**src/inc/acms_pkg.sv**
```systemverilog
`default_nettype none
package acms_pkg;
  // mode field of the configuration word
  localparam int MODE_LSB = 5;
  localparam int MODE_MSB = 6;
  localparam int CFG_W = 12;
  localparam logic [1:0] MODE_ONESHOT = 2'h0;
  localparam logic [1:0] MODE_REPEAT = 2'h1;
  localparam logic [1:0] MODE_SWEEP = 2'h2;
  localparam logic [1:0] MODE_RSWEEP = 2'h3;
  // fifo and channel widths
  localparam int DEPTH = 8;
  localparam int CNT_W = 4;
  localparam int CH_W = 4;
  localparam int DATA_W = 12;
  localparam logic [CNT_W-1:0] CNT_RST = 4'h0;
  localparam logic [CH_W-1:0] CH_RST = 4'h0;
  localparam logic [CFG_W-1:0] CFG_RST = 12'h000;
  // conversion time, 3.5 us at 40 MHz
  localparam int CLK_PERIOD_NS = 25;
  localparam int CONV_TIME_NS = 3500;
  localparam int CONV_CYC = (CONV_TIME_NS + CLK_PERIOD_NS - 1) / CLK_PERIOD_NS;
  localparam int CONV_W = 8;
  localparam logic [CONV_W-1:0] CONV_RST = 8'h00;
  // host must retrigger within 2.5 us in extended sampling
  localparam int RETRIG_NS = 2500;
  localparam int RETRIG_CYC = RETRIG_NS / CLK_PERIOD_NS;
  typedef enum logic [1:0] {
    ST_IDLE = 2'b00,
    ST_CONV = 2'b01,
    ST_HOLD = 2'b10
  } acms_state_e;
endpackage : acms_pkg
`default_nettype wire

```
**src/core/acms_sequencer.sv**
```systemverilog
`timescale 1ns/1ps
`default_nettype none
// How it works
// - mode comes from config bits 6:5; 00 one-shot, 01 repeat, 11 repeat-sweep.
// - one-shot converts the selected channel once per trigger into the buffer.
// - one-shot gives one end-of-conversion or interrupt per conversion.
// - normal one-shot: select or frame sync starts select, sample, convert, read.
// - extended one-shot: select for channel and readout, start pin converts.
// - repeat converts the same channel, triggered by select or frame sync.
// - buffered modes raise one interrupt when stored count reaches threshold.
// - repeat modes continue with the same selection after threshold is read.
// - repeat modes discard the buffer if the next cycle is not a read.
// - sweep converts each channel of the sequence once into the buffer.
// - extended buffered modes trigger from start pin while select is high.
// - end-of-conversion pin choice only works in one-shot, else interrupt.
// - code 10 is sweep, visiting sequence channels in order into buffer.
// - sweep (code 10) stops filling at threshold even with sequence unfinished.
module acms_sequencer
  import acms_pkg::*;
(
  input wire logic mclk, // 40 MHz clock
  input wire logic srst, // sync reset, high
  input wire logic [acms_pkg::CFG_W-1:0] config_word, // configuration word
  input wire logic extended_sampling, // 1: start pin triggers
  input wire logic eoc_select, // 1: pin acts as end-of-conversion in one-shot
  input wire logic [acms_pkg::CNT_W-1:0] threshold, // buffer threshold, 1..8
  input wire logic [acms_pkg::CH_W-1:0] sel_channel, // selected channel
  input wire logic [acms_pkg::CH_W-1:0] sweep_len, // sweep sequence length
  input wire logic [acms_pkg::CH_W-1:0] sweep_step, // channel step in sweep
  input wire logic cycle_is_read, // current host cycle is a buffer read
  input wire logic cs_n, // chip select pin, async
  input wire logic frame_sync, // frame sync pin, async
  input wire logic conversion_start_n, // conversion start pin, async
  input wire logic [acms_pkg::DATA_W-1:0] conv_data, // converter result
  output logic conv_busy, // conversion in progress
  output logic [acms_pkg::CH_W-1:0] conv_channel, // channel being converted
  output logic eoc_int_n, // shared pin, low active
  output logic out_valid, // result word available
  input wire logic out_ready, // reader takes result
  output logic [acms_pkg::DATA_W-1:0] out_data, // result word
  output logic [acms_pkg::CNT_W-1:0] stored_cnt // results held
);
  // pin synchronisers
  logic [1:0] cs_s_r, fs_s_r, st_s_r;
  logic cs_d_r, fs_d_r, st_d_r;
  always_ff @(posedge mclk) begin
    if (srst) begin
      cs_s_r <= 2'h3;
      fs_s_r <= 2'h0;
      st_s_r <= 2'h3;
      cs_d_r <= 1'b1;
      fs_d_r <= 1'b0;
      st_d_r <= 1'b1;
    end else begin
      cs_s_r <= {cs_s_r[0], cs_n};
      fs_s_r <= {fs_s_r[0], frame_sync};
      st_s_r <= {st_s_r[0], conversion_start_n};
      cs_d_r <= cs_s_r[1];
      fs_d_r <= fs_s_r[1];
      st_d_r <= st_s_r[1];
    end
  end
  logic cs_fall, fs_rise, st_rise, cycle_begin;
  assign cs_fall = cs_d_r & ~cs_s_r[1];
  assign fs_rise = ~fs_d_r & fs_s_r[1];
  assign st_rise = ~st_d_r & st_s_r[1];
  assign cycle_begin = cs_fall | fs_rise;

  logic [1:0] mode;
  assign mode = config_word[MODE_MSB:MODE_LSB];
  logic oneshot, repeat_m, sweep_m;
  assign oneshot = (mode == MODE_ONESHOT);
  assign repeat_m = (mode == MODE_REPEAT) | (mode == MODE_RSWEEP);
  assign sweep_m = (mode == MODE_SWEEP) | (mode == MODE_RSWEEP);

  acms_state_e state_r;
  logic [CONV_W-1:0] conv_cnt_r;
  logic [CNT_W-1:0] cnt_r;
  logic [CH_W-1:0] sweep_idx_r;
  logic int_pend_r, full_r;
  logic trigger;
  // trigger source per sampling type; the start pin counts only with select high,
  // and in normal sampling a buffer read frame carries no conversion of its own
  assign trigger = (state_r == ST_IDLE) & ~full_r &
                   (extended_sampling ? (st_rise & cs_s_r[1])
                                      : (cycle_begin & ~cycle_is_read));
  logic conv_done;
  assign conv_done = (state_r == ST_CONV) & (conv_cnt_r == CONV_W'(CONV_CYC - 1));

  // conversion sequencing
  always_ff @(posedge mclk) begin
    if (srst) begin
      state_r <= ST_IDLE;
      conv_cnt_r <= CONV_RST;
    end else begin
      unique case (state_r)
        ST_IDLE: begin
          conv_cnt_r <= CONV_RST;
          if (trigger) begin
            state_r <= ST_CONV;
          end
        end
        ST_CONV: begin
          conv_cnt_r <= conv_cnt_r + 8'h01;
          if (conv_done) begin
            state_r <= ST_HOLD;
          end
        end
        ST_HOLD: begin
          state_r <= ST_IDLE; // one conversion per trigger
        end
        default: state_r <= ST_IDLE;
      endcase
    end
  end
  assign conv_busy = (state_r == ST_CONV);

  // channel: fixed selection or walk through sweep sequence
  always_ff @(posedge mclk) begin
    if (srst) begin
      sweep_idx_r <= CH_RST;
      conv_channel <= CH_RST;
    end else begin
      if (trigger) begin
        conv_channel <= sweep_m ? CH_W'(sel_channel + sweep_idx_r * sweep_step)
                                : sel_channel;
      end
      if (!sweep_m) begin
        sweep_idx_r <= CH_RST;
      end else if (conv_done) begin
        sweep_idx_r <= (sweep_idx_r + 4'h1 >= sweep_len) ? CH_RST : sweep_idx_r + 4'h1;
      end
    end
  end

  // buffer occupancy; one-shot also pushes each result into the buffer
  logic push, pop, discard;
  assign pop = out_valid & out_ready;
  assign push = conv_done;
  // interrupt served by anything but a read clears the buffer in repeat modes
  assign discard = int_pend_r & cycle_begin & ~cycle_is_read & repeat_m;
  logic [DATA_W-1:0] buf_r [DEPTH];
  logic [2:0] wp_r, rp_r;
  always_ff @(posedge mclk) begin
    if (srst) begin
      cnt_r <= CNT_RST;
      wp_r <= 3'h0;
      rp_r <= 3'h0;
    end else if (discard) begin
      cnt_r <= CNT_RST;
      wp_r <= 3'h0;
      rp_r <= 3'h0;
    end else begin
      if (push && cnt_r < 4'(DEPTH)) begin
        buf_r[wp_r] <= conv_data;
        wp_r <= wp_r + 3'h1;
      end
      if (pop) begin
        rp_r <= rp_r + 3'h1;
      end
      cnt_r <= cnt_r + {3'h0, push && cnt_r < 4'(DEPTH)} - {3'h0, pop};
    end
  end
  assign out_valid = (cnt_r != CNT_RST);
  assign out_data = buf_r[rp_r];
  assign stored_cnt = cnt_r;

  // sweep (code 10) halts at threshold until the buffer is read out;
  // set wins, else a threshold of one would never halt from an empty buffer
  logic [CNT_W-1:0] thr_eff;
  assign thr_eff = oneshot ? 4'h1 : threshold;
  always_ff @(posedge mclk) begin
    if (srst) begin
      full_r <= 1'b0;
    end else if (mode == MODE_SWEEP && push && cnt_r + 4'h1 >= thr_eff) begin
      full_r <= 1'b1;
    end else if (discard || cnt_r == CNT_RST) begin
      full_r <= 1'b0;
    end
  end

  // interrupt: set wins over the clear at the next cycle start
  logic int_set;
  assign int_set = push & ((cnt_r + 4'h1 == thr_eff) | oneshot);
  always_ff @(posedge mclk) begin
    if (srst) begin
      int_pend_r <= 1'b0;
    end else begin
      if (int_set) begin
        int_pend_r <= 1'b1;
      end else if (cycle_begin) begin
        int_pend_r <= 1'b0;
      end
    end
  end

  // eoc option honoured only in one-shot
  always_ff @(posedge mclk) begin
    if (srst) begin
      eoc_int_n <= 1'b1;
    end else if (oneshot && eoc_select) begin
      eoc_int_n <= ~(state_r == ST_CONV && !conv_done);
    end else begin
      eoc_int_n <= ~(int_pend_r | int_set);
    end
  end

  one_int_a: assert property (@(posedge mclk) disable iff (srst)
    int_set |=> int_pend_r) else $error("interrupt not raised");
  conv_len_a: assert property (@(posedge mclk) disable iff (srst)
    $rose(conv_busy) |-> conv_busy [*8]) else $error("conversion too short");
  trig_idle_a: assert property (@(posedge mclk) disable iff (srst)
    trigger |=> state_r == ST_CONV) else $error("trigger not taken");
  ext_src_a: assert property (@(posedge mclk) disable iff (srst)
    extended_sampling && $rose(conv_busy) |-> $past(st_rise)) else $error("bad ext trigger");
  discard_a: assert property (@(posedge mclk) disable iff (srst)
    discard |=> stored_cnt == 4'h0) else $error("buffer not cleared");
  halt_a: assert property (@(posedge mclk) disable iff (srst)
    full_r |-> state_r != ST_CONV || !$rose(conv_busy)) else $error("sweep ran past threshold");
  int_pin_a: assert property (@(posedge mclk) disable iff (srst)
    !oneshot && int_pend_r |=> !eoc_int_n) else $error("pin not interrupt");
  clr_a: assert property (@(posedge mclk) disable iff (srst)
    int_pend_r && cycle_begin && !int_set |=> !int_pend_r) else $error("int not cleared");
  fixed_ch_a: assert property (@(posedge mclk) disable iff (srst)
    trigger && !sweep_m |=> conv_channel == $past(sel_channel)) else $error("channel wrong");
  cv_oneshot: cover property (@(posedge mclk) disable iff (srst) oneshot && int_set);
  cv_thresh: cover property (@(posedge mclk) disable iff (srst) repeat_m && int_set);
  cv_discard: cover property (@(posedge mclk) disable iff (srst) discard);
  cv_halt: cover property (@(posedge mclk) disable iff (srst) $rose(full_r));
endmodule // acms_sequencer
`default_nettype wire

```
**config.mk**
```make
export PLATFORM = sky130hd
export DESIGN_NAME = acms_sequencer
export DESIGN_NICKNAME = d
export VERILOG_FILES = /design/src/inc/acms_pkg.sv /design/src/core/acms_sequencer.sv
export SDC_FILE = /design/constraint.sdc
export NUM_CORES = 1
export LEC_CHECK = 0
export BUFFER_PORTS_ARGS = -buffer_cell sky130_fd_sc_hd__clkbuf_2
export CORE_MARGIN = 2
export CORE_UTILIZATION = 47
export DETAILED_ROUTE_END_ITERATION = 10
export PLACE_DENSITY_LB_ADDON = 0.25
export SLEW_MARGIN = 20
export SYNTH_ARGS = -nofsm -noshare
export SYNTH_HDL_FRONTEND = slang
export SYNTH_SLANG_ARGS = --single-unit
```
**constraint.sdc**
```tcl
create_clock -name mclk -period 3.8 [get_ports mclk]
set_input_delay 0.38 -clock mclk [delete_from_list [all_inputs] [get_ports mclk]]
set_output_delay 0.38 -clock mclk [all_outputs]
set_load 0.05 [all_outputs]
```
# Word level (Yosys, flattened, before mapping)
# Memory sizes are Yosys's and may differ from the RTL's. A register that Yosys moved wholly into a read port is not among the register bits.
# Cells that the tools add are included.
totals:
  output_inout_bits: 23
  input_bits: 49
  ramBits: 96
  wordCells: 99
  mem_bits_ro: 0
  latchBits: 0
  mem_count: 1
  register_bits: 40
memory_table:
  columns: ["name", "words", "word_bits", "rd", "rd_ports_with_merged_regs", "wr", "line_no", "text"]
  rows:
  - ["buf_r", 8, 12, 1, 1, 1, "acms_sequencer.sv:142", "logic [DATA_W-1:0] buf_r [DEPTH];"]
op_classes:
  n_eq_ne: 8
  shift: 0
  n_addsub: 8
  order_cmp: 3
  multipliers: 1
  div: 0
  mux: 19
  reduce_logical: 17
  n_bitwise: 26
op_table:
  columns: ["cell", "count"]
  rows:
  - ["8-bit case mux with 2 select lines", 1]
  - ["1-bit bitwise AND", 13]
  - ["4-bit 2-to-1 mux", 3]
  - ["1-bit 2-to-1 mux", 10]
  - ["4-bit by 1-bit adder with 4-bit output, second input constant", 2]
  - ["8-bit by 1-bit adder with 8-bit output, second input constant", 1]
  - ["8-bit equality test, second input constant", 1]
  - ["4-bit greater-or-equal comparator", 2]
  - ["1-bit NOT", 8]
  - ["3-bit by 1-bit adder with 3-bit output, second input constant", 2]
  - ["3-bit 2-to-1 mux", 2]
  - ["2-bit nonzero test", 3]
  - ["1-bit logical AND", 5]
  - ["1-bit OR", 5]
  - ["4-bit by 1-bit adder with 4-bit output", 1]
  - ["4-bit adder", 1]
  - ["2-bit by 1-bit equality test with 1-bit output, second input constant", 2]
  - ["2-bit equality test, second input constant", 2]
  - ["4-bit equality test", 1]
  - ["2-bit zero test", 2]
  - ["4-bit zero test", 1]
  - ["4-bit < comparator, second input constant", 1]
  - ["4-bit by 4-bit multiplier with 4-bit output", 1]
  - ["2-bit 2-to-1 mux", 2]
  - ["other kinds (9)", 10]

# Depth between registers and ports, before layout
logic_depth:
  ltp_word: 9
  depth_mapped: 12
  mapped_depth_nobuf: 12

# Worst setup path before layout
# OpenSTA, ideal clock, no wires.
synth_path:
  path_type: "flip-flop to flip-flop"
  start: "register state_r[1]"
  end: "memory buf_r[4][0], enable pin"
  slack_ps: 235
  synth_period_minus_slack_ps: 3565
  arrival_ps: 3152
  setup_ps: 412
  path_buffers: 2
  path_stages_with_launch: 6
  t_required_ps: 3388
  path_cell_list: "dfxtp_1 buf_2 nor2b_1 nand3_1 buf_2 nor4_1"
synth_via:
  elab_chain_cells: 7
synth_rtl:
  columns: ["item", "line_no", "text"]
  rows:
  - ["start, declared", "acms_sequencer.sv:76", "acms_state_e state_r;"]
  - ["start signal, assigned", "acms_sequencer.sv:93", "state_r <= ST_IDLE;"]
  - ["start signal, assigned", "acms_sequencer.sv:100", "state_r <= ST_CONV;"]
  - ["start signal, assigned", "acms_sequencer.sv:106", "state_r <= ST_HOLD;"]
  - ["2-bit by 1-bit equality test with 1-bit output", null, null]
  - ["net conv_busy", "acms_sequencer.sv:35", "output logic conv_busy,"]
  - ["1-bit bitwise AND", "acms_sequencer.sv:88", "assign conv_done = (state_r == ST_CONV) & (conv_cnt_r == CONV_W'(CONV_CYC - 1));"]
  - ["1-bit logical AND", "acms_sequencer.sv:154", "if (push && cnt_r < 4'(DEPTH)) begin"]
  - ["1-bit 2-to-1 mux", "acms_sequencer.sv:154", null]
  - ["1-bit 2-to-1 mux", "acms_sequencer.sv:149", "end else if (discard) begin"]
  - ["1-bit 2-to-1 mux", "acms_sequencer.sv:145", "if (srst) begin"]
  - ["1-bit 2-to-1 mux (not written as such)", "acms_sequencer.sv:155", "buf_r[wp_r] <= conv_data;"]
  - ["end, declared", "acms_sequencer.sv:142", null]
# The timed path passes the listed nets, and every way through them passes these cells.

# Worst setup path after layout
layout_path:
  start: "register sweep_idx_r[1]"
  end: "register conv_channel[3] (netlist bit)"
layout_via:
  elab_chain_cells: 3
layout_rtl:
  columns: ["item", "line_no", "text"]
  rows:
  - ["start, declared", "acms_sequencer.sv:79", "logic [CH_W-1:0] sweep_idx_r;"]
  - ["start signal, assigned", "acms_sequencer.sv:131", "sweep_idx_r <= (sweep_idx_r + 4'h1 >= sweep_len) ? CH_RST : sweep_idx_r + 4'h1;"]
  - ["4-bit by 4-bit multiplier with 4-bit output", "acms_sequencer.sv:125", "conv_channel <= sweep_m ? CH_W'(sel_channel + sweep_idx_r * sweep_step)"]
  - ["4-bit adder", "acms_sequencer.sv:125", null]
  - ["4-bit 2-to-1 mux", "acms_sequencer.sv:125", null]
  - ["end signal, assigned", "acms_sequencer.sv:125", null]
  - ["end, declared", "acms_sequencer.sv:36", "output logic [acms_pkg::CH_W-1:0] conv_channel,"]
# Every way passes these cells.
# A chain may end at the register's enable or synchronous reset.

==> impl_metrics.ini <==
[outcome]
status = finished clean

[global_route]
grt-ovfl-total = 0
grt_pass1_vias = 3564
top_usage_layer = met2
grt_pass1_wl_mm = 17.7
grt_max_degree = 25
grt_usage = 0.177
grt_util_met3 = 0.0505
grt_use_met1 = 0.205
met2_usage = 0.312
grt_antenna_before_repair = 0

[cts]
clock_path_buffers = 2
cts_hold_buf = 0
worstSkewPairLatency_ns = 0.41
numCtsBuffers = 17
cts_setup_buffers = 0
cts_resized = 0
cts.sinks = 139
path_clk_slew_ns = 0.06
cts_tree = yes
clockRootBuffer = clkbuf_16
cts_max_level = 4

[yosys]
yosysWarnings = 0
yosys-top-cells-area = edfxtp_1 (48%), dfxtp_1 (14%), mux4_2 (9.0%)
synth-async-reset-ratio = 0
ys_seq_area_frac = 0.624
synth_top_area_cell = edfxtp_1
syn_nets = 482
avgSynthCellArea_um2 = 14.9
synth_edf_count = 96
synthesis.instances = 404
syn_area_um2 = 6000
synth_cell_type_count = 48
synth_top_area_share = 0.480
ys_ff_latch = 139
ys.flop_type = edfxtp_1

[finish]
multiInputGateArea_um2 = 2180
diodes = 0
nFillCells = 1000
drive_above_1_share = 0.336
mostFrequentLayoutCell = edfxtp_1
final_cell_mix = edfxtp_1 (96), clkbuf_2 (61), dfxtp_1 (43)
instances_no_fill = 666
seqCellArea_um2 = 3740
final_util = 0.577
syn_to_final_growth_pct = 20.7
layout.nets = 559

[place]
place.gp.congestion = 0.805
io_buffer_count = 61
dp.cells = 634
post-place-ws_ns = 0.390
dp_hpwl_mm = 7.00

[timing]
setup_tns_ns = 0
fin_ws_ns = 0.567
relSlewSlack = 0.537
setup_viol = 0
tightestPinTransition_ns = 0.693
fin_crit_ns = 3.23
clock_skew_ns = 0.00519
finalHoldViolations = 0
slew_viol_final = 0
rsz0062_at_grt = no
fmax_mhz = 309
final.period_utilization = 0.851

[die]
die_area_um2 = 13700
core_um2 = 12600
fp.dieH_um = 117
die_w_um = 117
io_pins = 72
row_count = 41
start_util = 0.478

[setup_path]
worstSetupPathType = reg -> reg
end_kind = register
start_kind = register
critPathArrivalTime_ns = 3.58
cp_max_fo = 6
cp.required_ns = 4.14

[detailed_routing]
via_per_inst = 5.20
vias = 3462
routed_wirelength_mm = 11.0
drtIter0Drc = 207
drtPass1Iterations = 4
wl_per_cell_um = 16.4
remaining_drc_errors = 0
drtAntennaViolNets = 0

[hold_path]
hold_path.class = in -> reg

[power_and_ir_drop]
p_total_mw = 4.52
ir_worst_vdd_v = 0.000294
p_per_area_nw_per_um2 = 624
leakage_nw = 2.72

[flow_run]
max_cap_viol_count = 0
## layer usage
layer | share of wire | vias up
li1 | - | 1668
met1 | 0.43 | 1715
met2 | 0.51 | 61
met3 | 0.037 | 18
met4 | 0.017 | 0
met5 | 0 | -
## registers in the layout, indices dropped and copies added (netlist names), named ones only
register / count
int_pend_r: 1
conv_channel: 4
sweep_idx_r: 4
cs_s_r: 2
state_r: 2
buf_r: 96
rp_r: 3
full_r: 1
fs_s_r: 2
wp_r: 3
conv_cnt_r: 8
st_d_r: 1
st_s_r: 2
cs_d_r: 1
stored_cnt: 4
eoc_int_n: 1
fs_d_r: 1
## synthesized netlist by cell type (all sizes together), types with 3 or more instances
library cell and instances:
buf 6, nand2 17, nor2b 8, o211ai 4, and2 8, nor4 8, edfxtp 96, nand3 5
nand2b 5, or2 8, or3 3, a21oi 11, xnor2 14, and4b 3, ha 26, mux4 24
o21ai 9, nor2 29, clkbuf 9, mux2i 4, and3 3, dfxtp 43, xor2 6, mux2 15
fa 3, inv 17
## path summary, 6_finish.rpt
| kind | startpoint | end | slack [ns] | cells past startpoint |
|---|---|---|---|---|
| setup reg to reg | sweep_idx_r[1] | conv_channel[3] | 0.57 | 10 |
| setup / recovery | sweep_idx_r[1] | conv_channel[3] | 0.57 | 10 |
| hold reg to reg | cs_s_r[0] | cs_s_r[1] | 0.41 | 1 |
| hold / removal | cs_n | cs_s_r[0] | 0.14 | 2 |
## report_power, final
group	switching [mW]	internal (mW)	leakage (nW)	total [mW]
Combinational	0.620	0.410	1.19	1.03
Sequential	0.0478	1.66	1.21	1.71
Clock	0.622	1.16	0.309	1.79
## per-stage QoR
stage	cell area (um^2)	hold WS (ns)
2_1_floorplan	6000	0.389
3_3_place_gp	6600	0.401
3_5_place_dp	6600	0.395
4_1_cts	7250	0.126
5_1_grt	7250	0.135
6_report	7250	0.143
## logic make-up (layout without fill, tap and decap cells)
| logic type | after synthesis | in the layout | share of synthesized area |
|---|---|---|---|
| AOI/OAI and AO/OA | 37 | 37 | 0.0394 |
| muxes | 43 | 43 | 0.125 |
| adders and majority gates | 29 | 29 | 0.0642 |
| buffers and inverters | 32 | 122 | 0.0211 |
| xor gates and xnor gates | 21 | 21 | 0.0342 |
| DFF | 139 | 139 | 0.624 |
| and+or+nand+nor | 103 | 103 | 0.0926 |
## critical path: stages, from the launching register on
cell      delay [ns]
dfxtp_1         0.42
and2_1          0.16
ha_1            0.23
ha_1            0.32
fa_1            0.50
fa_1            0.44
xnor2_1         0.20
xnor2_1         0.15
xnor3_1         0.25
a2111o_1        0.44
o211ai_2        0.07
## final cells by class
cell class              instances  share of cell area
flip-flops and latches        139               0.517
multi-input cells             233               0.301
clock buffers                  17              0.0587
repair buffers                 73              0.0546
clock inverters                15              0.0306
well taps                     172              0.0297
inverters                      17             0.00881
No activity file was read; power rests on OpenSTA's default activity.
